File: src/swexec_regs.svh
// How it works
// - Op bits 15-12, mode 11-9, field 8-0
// - Direct mode uses bits 10-0
// - Relative: field plus program counter, 15 bits
// - X indexed: field plus index, no delay
// - B indexed: field plus B, no delay
// - Indirect chain from low 512 words
// - One extra memory cycle per indirection
// - Opcodes 01-03 load A, B, X
// - Opcodes 05-07 store A, B, X
// - Opcode 04 increments memory, two memory cycles
// - Opcode 12 adds, overflow on signed range
// - Opcode 14 subtracts, overflow on range
// - Opcode 16 multiplies B by memory
// - Product high in A, low in B
// - Opcode 17 divides double-length A and B
// - Quotient to B, remainder A, overflow
// - Opcode 11 ORs memory into A
// - Opcode 13 XORs memory into A
// - Indirect flag is bit 15
// - Data are signed two's complement
`ifndef SWEXEC_REGS_SVH
`define SWEXEC_REGS_SVH
`define OP_MSB         15
`define OP_LSB         12
`define MODE_MSB       11
`define MODE_LSB       9
`define FIELD_MSB      8
`define DIRECT_MSB     10
`define IND_FLAG_BIT   15
`define SIGN_BIT       15
`define ADDR_MSB       14
`define MEM_CYCLE_NS   1800
`define CLK_PERIOD_NS  100
`define MEM_CYCLE_CLKS ((`MEM_CYCLE_NS + `CLK_PERIOD_NS - 1) / `CLK_PERIOD_NS)
`define MUL_CYCLES     10
`define DIV_MIN_CYCLES 10
`define DIV_MAX_CYCLES 14
`define OP_LDA_CODE    4'h1
`define OP_LDB_CODE    4'h2
`define OP_LDX_CODE    4'h3
`define OP_INC_CODE    4'h4
`define OP_STA_CODE    4'h5
`define OP_STB_CODE    4'h6
`define OP_STX_CODE    4'h7
`define OP_IOR_CODE    4'h9
`define OP_ADD_CODE    4'ha
`define OP_XOR_CODE    4'hb
`define OP_SUB_CODE    4'hc
`define OP_MUL_CODE    4'he
`define OP_DIV_CODE    4'hf
`define MODE_REL       3'h4
`define MODE_XIDX      3'h5
`define MODE_BIDX      3'h6
`define MODE_IND       3'h7
`endif

File: src/swexec_pkg.sv
package swexec_pkg;
    typedef logic [15:0] word_t;
    typedef logic [14:0] addr_t;
    typedef struct packed {
        logic  req;
        logic  we;
        addr_t addr;
        word_t wdata;
    } mem_req_t;
    typedef struct packed {
        word_t a;
        word_t b;
        word_t x;
        word_t p;
    } regs_t;
endpackage

File: src/cycle_timer.sv
`timescale 1ns/1ns
`include "swexec_regs.svh"
// Divides sys_clk into one-cycle memory-cycle pulses while running
module cycle_timer (
    input  wire logic clk,
    input  wire logic rst_n,
    input  wire logic run,
    output logic      tick
);
    logic [4:0] count;
    logic [4:0] next_count;
    logic       next_tick;

    always_comb begin
        next_count = count;
        next_tick  = 1'b0;
        if (!run) begin
            next_count = 5'h0;
        end else if (count == 5'(`MEM_CYCLE_CLKS - 1)) begin
            next_count = 5'h0;
            next_tick  = 1'b1;
        end else begin
            next_count = count + 5'h1;
        end
    end

    always_ff @(posedge clk or negedge rst_n) begin
        if (!rst_n) begin
            count <= 5'h0;
            tick  <= 1'b0;
        end else begin
            count <= next_count;
            tick  <= next_tick;
        end
    end
endmodule

File: src/swexec.sv
`timescale 1ns/1ns
`include "swexec_regs.svh"
module swexec
    import swexec_pkg::*;
(
    input  wire logic              sys_clk,
    input  wire logic              arst_n,
    input  wire logic              start,
    input  swexec_pkg::word_t      instr,
    input  swexec_pkg::regs_t      regs_in,
    input  wire logic              overflow_in,
    input  swexec_pkg::word_t      mem_rdata,
    output swexec_pkg::mem_req_t   mem,
    output swexec_pkg::regs_t      regs_out,
    output logic                   overflow_flag,
    output logic                   busy,
    output logic                   done,
    output logic                   illegal
);
    import swexec_pkg::*;

    // ------------------------------------------------------------
    // Reset release
    // ------------------------------------------------------------
    logic rs1;
    logic rst_n;
    always_ff @(posedge sys_clk or negedge arst_n) begin
        if (!arst_n) begin
            rs1   <= 1'b0;
            rst_n <= 1'b0;
        end else begin
            rs1   <= 1'b1;
            rst_n <= rs1;
        end
    end

    // ------------------------------------------------------------
    // Decode helpers
    // ------------------------------------------------------------
    function automatic addr_t add15(input word_t base, input word_t fld);
        word_t s;
        s = base + fld;
        return s[`ADDR_MSB:0];
    endfunction

    function automatic logic sgn_ovf(input word_t x, input word_t y,
                                     input word_t r);
        return (x[`SIGN_BIT] == y[`SIGN_BIT]) &&
               (r[`SIGN_BIT] != x[`SIGN_BIT]);
    endfunction

    typedef enum {S_IDLE, S_FETCH_IND, S_OPER, S_WRITE, S_LONG,
                  S_DONE} state_t;
    state_t state;
    state_t next_state;

    logic  tick;
    logic  run;
    assign run = (state != S_IDLE) && (state != S_DONE);
    // Memory cycles are counted by the timer, so slow ops stay honest
    cycle_timer u_timer (
        .clk   (sys_clk),
        .rst_n (rst_n),
        .run   (run),
        .tick  (tick)
    );

    word_t    ir;
    word_t    next_ir;
    addr_t    ea;
    addr_t    next_ea;
    regs_t    next_regs;
    logic     next_ovf;
    mem_req_t next_mem;
    logic [4:0] cnt;
    logic [4:0] next_cnt;
    logic [4:0] target;
    logic [4:0] next_target;
    logic     next_done;
    logic     next_ill;
    logic [31:0] prod;
    word_t    quo;
    word_t    rem;
    word_t    sum;
    word_t    dif;
    logic [3:0] opc;
    logic [2:0] mode;

    assign opc  = ir[`OP_MSB:`OP_LSB];
    assign mode = ir[`MODE_MSB:`MODE_LSB];
    // Signed arithmetic on two's-complement words
    // Sixteen-bit words only; no wide-word option
    assign prod = 32'($signed(regs_out.b) * $signed(mem_rdata));
    assign sum  = regs_out.a + mem_rdata;
    assign dif  = regs_out.a - mem_rdata;
    always_comb begin
        quo = 16'h0;
        rem = 16'h0;
        if (mem_rdata != 16'h0) begin
            quo = 16'($signed({regs_out.a, regs_out.b[14:0]}) /
                      $signed(mem_rdata));
            rem = 16'($signed({regs_out.a, regs_out.b[14:0]}) %
                      $signed(mem_rdata));
        end
    end

    function automatic logic div_ovf(input word_t d);
        return (d == 16'h0) || (regs_out.a[14:0] >= d[14:0]);
    endfunction

    // ------------------------------------------------------------
    // Sequencer
    // ------------------------------------------------------------
    always_comb begin
        next_state  = state;
        next_ir     = ir;
        next_ea     = ea;
        next_regs   = regs_out;
        next_ovf    = overflow_flag;
        next_mem    = mem;
        next_cnt    = cnt;
        next_target = target;
        next_done   = 1'b0;
        next_ill    = illegal;
        unique case (state)
            S_IDLE: begin
                next_mem.req = 1'b0;
                if (start) begin
                    next_ir   = instr;
                    next_regs = regs_in;
                    next_ovf  = overflow_in;
                    next_ill  = 1'b0;
                    next_cnt  = 5'h0;
                    if (!instr[`MODE_MSB]) begin
                        next_ea = {4'h0, instr[`DIRECT_MSB:0]};
                        next_state = S_OPER;
                    end else begin
                        unique case (instr[`MODE_MSB:`MODE_LSB])
                            `MODE_REL:  next_ea = add15(regs_in.p,
                                {7'h0, instr[`FIELD_MSB:0]});
                            `MODE_XIDX: next_ea = add15(regs_in.x,
                                {7'h0, instr[`FIELD_MSB:0]});
                            `MODE_BIDX: next_ea = add15(regs_in.b,
                                {7'h0, instr[`FIELD_MSB:0]});
                            default:    next_ea = {6'h0,
                                instr[`FIELD_MSB:0]};
                        endcase
                        // Index modes add no cycle
                        next_state = (instr[`MODE_MSB:`MODE_LSB] ==
                                      `MODE_IND) ? S_FETCH_IND : S_OPER;
                    end
                    next_mem.req  = 1'b1;
                    next_mem.we   = 1'b0;
                    next_mem.addr = next_ea;
                end
            end
            S_FETCH_IND: begin
                // Each link costs one full memory cycle
                if (tick) begin
                    next_ea       = mem_rdata[`ADDR_MSB:0];
                    next_mem.addr = mem_rdata[`ADDR_MSB:0];
                    if (!mem_rdata[`IND_FLAG_BIT])
                        next_state = S_OPER;
                end
            end
            S_OPER: begin
                if (tick) begin
                    next_state = S_DONE;
                    unique case (opc)
                        `OP_LDA_CODE: next_regs.a = mem_rdata;
                        `OP_LDB_CODE: next_regs.b = mem_rdata;
                        `OP_LDX_CODE: next_regs.x = mem_rdata;
                        `OP_STA_CODE, `OP_STB_CODE, `OP_STX_CODE: begin
                            next_mem.we    = 1'b1;
                            next_mem.wdata = (opc == `OP_STA_CODE) ?
                                regs_out.a : (opc == `OP_STB_CODE) ?
                                regs_out.b : regs_out.x;
                            next_state = S_WRITE;
                        end
                        `OP_INC_CODE: begin
                            next_mem.we    = 1'b1;
                            next_mem.wdata = mem_rdata + 16'h1;
                            next_ovf = overflow_flag |
                                       (mem_rdata + 16'h1) >= 16'h8000;
                            next_cnt    = 5'h0;
                            next_target = 5'h1;
                            next_state  = S_LONG;
                        end
                        `OP_ADD_CODE: begin
                            next_regs.a = sum;
                            next_ovf = overflow_flag |
                                       sgn_ovf(regs_out.a, mem_rdata, sum);
                        end
                        `OP_SUB_CODE: begin
                            next_regs.a = dif;
                            next_ovf = overflow_flag |
                                       sgn_ovf(regs_out.a, ~mem_rdata, dif);
                        end
                        `OP_IOR_CODE: next_regs.a = regs_out.a |
                                                    mem_rdata;
                        `OP_XOR_CODE: next_regs.a = regs_out.a ^
                                                    mem_rdata;
                        `OP_MUL_CODE: begin
                            // Product split, low sign cleared
                            next_regs.a = prod[30:15];
                            next_regs.b = {1'b0, prod[14:0]};
                            next_cnt    = 5'h0;
                            next_target = 5'(`MUL_CYCLES - 2);
                            next_state  = S_LONG;
                        end
                        `OP_DIV_CODE: begin
                            next_cnt    = 5'h0;
                            next_target = 5'(`DIV_MIN_CYCLES - 2) +
                                5'(mem_rdata[1:0]);
                            if (div_ovf(mem_rdata)) begin
                                next_ovf = 1'b1;
                            end else begin
                                next_regs.b = quo;
                                next_regs.a = rem;
                            end
                            next_state = S_LONG;
                        end
                        default: next_ill = 1'b1;
                    endcase
                end
            end
            S_WRITE: begin
                next_mem.req = 1'b0;
                next_mem.we  = 1'b0;
                next_state   = S_DONE;
            end
            S_LONG: begin
                next_mem.req = 1'b0;
                next_mem.we  = 1'b0;
                if (tick) begin
                    next_cnt = cnt + 5'h1;
                    if (cnt + 5'h1 >= target)
                        next_state = S_DONE;
                end
            end
            S_DONE: begin
                next_mem.req = 1'b0;
                next_mem.we  = 1'b0;
                next_done    = 1'b1;
                next_state   = S_IDLE;
            end
        endcase
    end

    always_ff @(posedge sys_clk or negedge rst_n) begin
        if (!rst_n) begin
            state         <= S_IDLE;
            ir            <= 16'h0;
            ea            <= 15'h0;
            regs_out      <= '0;
            overflow_flag <= 1'b0;
            mem           <= '0;
            cnt           <= 5'h0;
            target        <= 5'h0;
            done          <= 1'b0;
            illegal       <= 1'b0;
            busy          <= 1'b0;
        end else begin
            state         <= next_state;
            ir            <= next_ir;
            ea            <= next_ea;
            regs_out      <= next_regs;
            overflow_flag <= next_ovf;
            mem           <= next_mem;
            cnt           <= next_cnt;
            target        <= next_target;
            done          <= next_done;
            illegal       <= next_ill;
            busy          <= (next_state != S_IDLE);
        end
    end
endmodule

File: config.mk
export PLATFORM = sky130hd
export DESIGN_NAME = swexec
export DESIGN_NICKNAME = d
export VERILOG_FILES = /design/src/swexec_pkg.sv /design/src/cycle_timer.sv /design/src/swexec.sv
export VERILOG_INCLUDE_DIRS = /design/src
export SDC_FILE = /design/constraint.sdc
export NUM_CORES = 2
export LEC_CHECK = 0
export ABC_AREA = 1
export BUFFER_PORTS_ARGS = -buffer_cell sky130_fd_sc_hd__buf_2
export CELL_PAD_IN_SITES_DETAIL_PLACEMENT = 0
export CELL_PAD_IN_SITES_GLOBAL_PLACEMENT = 1
export CORE_MARGIN = 1
export CORE_UTILIZATION = 40
export CTS_CLUSTER_SIZE = 25
export DETAILED_ROUTE_END_ITERATION = 8
export PLACE_DENSITY = 0.78
export SETUP_SLACK_MARGIN = 0.5
export SLEW_MARGIN = 40
export SYNTH_ARGS = -nofsm -noshare
export SYNTH_HDL_FRONTEND = slang
export SYNTH_SLANG_ARGS = --single-unit
File: constraint.sdc
create_clock -name sys_clk -period 5.56 [get_ports sys_clk]
set_input_delay 0.278 -clock sys_clk [delete_from_list [all_inputs] [get_ports sys_clk]]
set_output_delay 0.278 -clock sys_clk [all_outputs]
set_load 0.1 [all_outputs]
==> results_dict.tcl <==
set metrics [dict create \
    ys_seq_elements 153 \
    areaGrowthSynthToFinish_pct 48.9 \
    grtUsageMet3_pct 4.82 \
    die_x_um 353 \
    cp-start-kind "register" \
    min_period_over_period_pct 1190 \
    overflow 0 \
    track_usage_pct 33.2 \
    violations "negative setup slack" \
    ff2ff_setup_slack_ps -60710 \
    clk_latency_ps 460 \
    relSlewSlack_pct 34.4 \
    hold_viol 0 \
    syn_area_per_cell_um2 6.56 \
    finalWirelength_mm 216 \
    cpMaxStageDelayCell "or4_4" \
    worst_setup_path_end_kind "register" \
    rsz0062_at_grt "yes" \
    path_clk_slew_ps 80 \
    setup_violations 32 \
    crit_top_cell "nand2_2" \
    yosysUniqueCellTypes 94 \
    yosys.area.top_type "ha_1" \
    layout-drive-gt1-share_pct 36.6 \
    hold_class "in2reg" \
    instances_no_fill 11600 \
    synth_area_leaders "ha_1 16%, nand2_1 14%, fa_1 11%" \
    ys.flop_type "dfrtp_1" \
    tightest_slew_ps 972 \
    grt_start_max_net_pins 79 \
    path_class "reg2reg" \
    top_usage_layer "met2" \
    max_stage_delay_ps 580 \
    worstHoldStart "instr[14]" \
    nFillCells 11400 \
    reg2reg_from "regs_out[62]" \
    mostFrequentLayoutCell "buf_4" \
    gp_congestion 1.01 \
    gr-usage-met2_pct 56.5 \
    async_flop_share_pct 100 \
    core-area_um2 122000 \
    cts_sinks 153 \
    dp.cells 11300 \
    dieArea_um2 124000 \
    die_h_um 353 \
    synth-edff-count 0 \
    arrival_ps 66610 \
    num_rows 128 \
    ys_seq_area_share_pct 7.78 \
    worst_ep_required_time_ps 5890 \
    grt_pass1_wl_mm 323 \
    critPathLaunch "regs_out[62]" \
    netlist_instances 7502 \
    ant_nets 0 \
    tritoncts "built" \
    grt_use_met1_pct 41.5 \
    nets 11000 \
    antenna_found_initial 9 \
    ys_warn_count 0 \
    layout_common_cells "2,311 x buf_4, 1,708 x nand2_1, 1,260 x inv_1, 577 x ha_1, 467 x nor2_1" \
    start_util_pct 40.4 \
    netlist_area_um2 49200 \
    vias_per_cell 5.06 \
    finalWorstPathRequiredPeriod_ps 66270 \
    first_iter_violations 4009 \
    cap_viol_max_count 0 \
    wl_per_cell_um 18.6 \
    skew_ps 9.97 \
    numPortBuffers 200 \
    vias 58900 \
    h-tree-depth 4 \
    fin_tns_setup_ps -1926760 \
    root_buffer "clkbuf_16" \
    grt_pass1_vias 57900 \
    clockBufferDepth 2 \
    max_freq_ghz 0.0151 \
    utilization_pct 60.1 \
    yosysTopAreaCellShare_pct 16.4 \
    hpwl_mm 175 \
    drc 0 \
    cts-buffers-inserted 17 \
    ios 201 \
    status "finished with violations" \
    crit_fanout 9 \
    report.final.slew_viol_count 0 \
    setup_ws_ps -60710 \
    dr.pass1.iters 7 \
]
==> layer usage <==
metal | share of wire (%) | vias to the layer above
li1 | - | 28900
met1 | 42 | 27800
met2 | 47 | 1745
met3 | 6.2 | 476
met4 | 4.9 | 4
met5 | 0.012 | -
==> final timing paths <==
| check | cells past startpoint | endpoint |
|---|---|---|
| setup / recovery | 565 | regs_out[56] |
| hold / removal | 3 | ir[14] |
| setup reg to reg | 565 | regs_out[56] |
| hold reg to reg | 0 | state[12] |
| max in group asynchronous | 1 | regs_out[44] |
| min in group asynchronous | 2 | rst_n |
==> area by class of cell <==
type | instances | area (um2) | area share, %
sequential | 153 | 3860 | 5.27
timing repair inverter | 1 | 7.51 | 0.0102
tap | 1625 | 2030 | 2.78
clock buffer | 17 | 425 | 0.581
inverter | 1392 | 5310 | 7.25
multi-input combinational | 5854 | 42200 | 57.6
clock inverter | 15 | 223 | 0.304
timing repair buffer | 2574 | 19200 | 26.2
antenna | 6 | 15.0 | 0.0205
==> per-stage QoR <==
stage,worst slack (ps),area (um2),hold slack (ps)
final,-60710,73200,42.8
after global placement,-59640,67400,63.8
after floorplan,-58290,50600,-17.6
after global routing,-65770,73200,49.3
after CTS,-59440,70100,23.2
after detailed placement,-61650,67500,64.6
==> sequential cells by signal, summed over array words and instances (netlist names), 3 cells and up <==
register,count
state,32
mem,33
target,3
regs_out,64
ir,4
cnt,5
u_timer.count,5
==> Yosys cell counts (17+ instances only) <==
library cell  count
inv_2            49
nor4_1           30
or2_2            81
ha_1            646
clkbuf_1         81
fa_1            260
buf_6            45
a21oi_1         497
nand3_1         293
o21ai_0         248
clkbuf_8         37
xor2_1          239
a21oi_2          51
a221oi_1         17
xnor2_1         142
o21bai_1         51
a22oi_1          36
o31ai_1          22
buf_2            21
nor3_1           75
nand2_2          77
a31oi_1          40
nand3_2          26
o211ai_1         42
inv_1          1326
nand4_1          66
buf_4            17
nand2_1        1861
o21bai_2         28
nor2_1          505
o21ai_1          79
dfrtp_1         153
o21ai_2          77
==> what timing repair did <==
action | 4_1_cts | 5_1_grt
endpoints found under the setup margin | 32 | 33
hold buffers | 2 | 0
hold endpoints to repair | 3 | 0
cloned | 1 | 2
resized for setup | 160 | 443
pin swaps | 116 | 454
setup buffers | 165 | 149
==> worst max-delay path, delay by kind of cell (launching register included) <==
family	cells	cell delay (ps)
fa+ha+maj	32	8370
mux	1	320
compound gates	194	25600
simple gates	221	20560
flops	1	420
xor+xnor	4	600
buf+inv	113	10020
==> kinds of logic (layout without fill, tap and decap cells) <==
family / Yosys count / after routing / share of synthesized area, %
compound gates: 1343 / 1343 / 17.1
fa+ha+maj: 906 / 906 / 27.0
other cells: 1 / 127 / 0.00762
xor+xnor: 381 / 381 / 6.78
flops: 153 / 153 / 7.78
mux: 10 / 10 / 0.206
buf+inv: 1615 / 3999 / 14.1
simple gates: 3093 / 3093 / 27.0
Power is left out: the tool's default activity adds up to more than one toggle a clock period on the data nets, which glitch-free logic cannot reach.
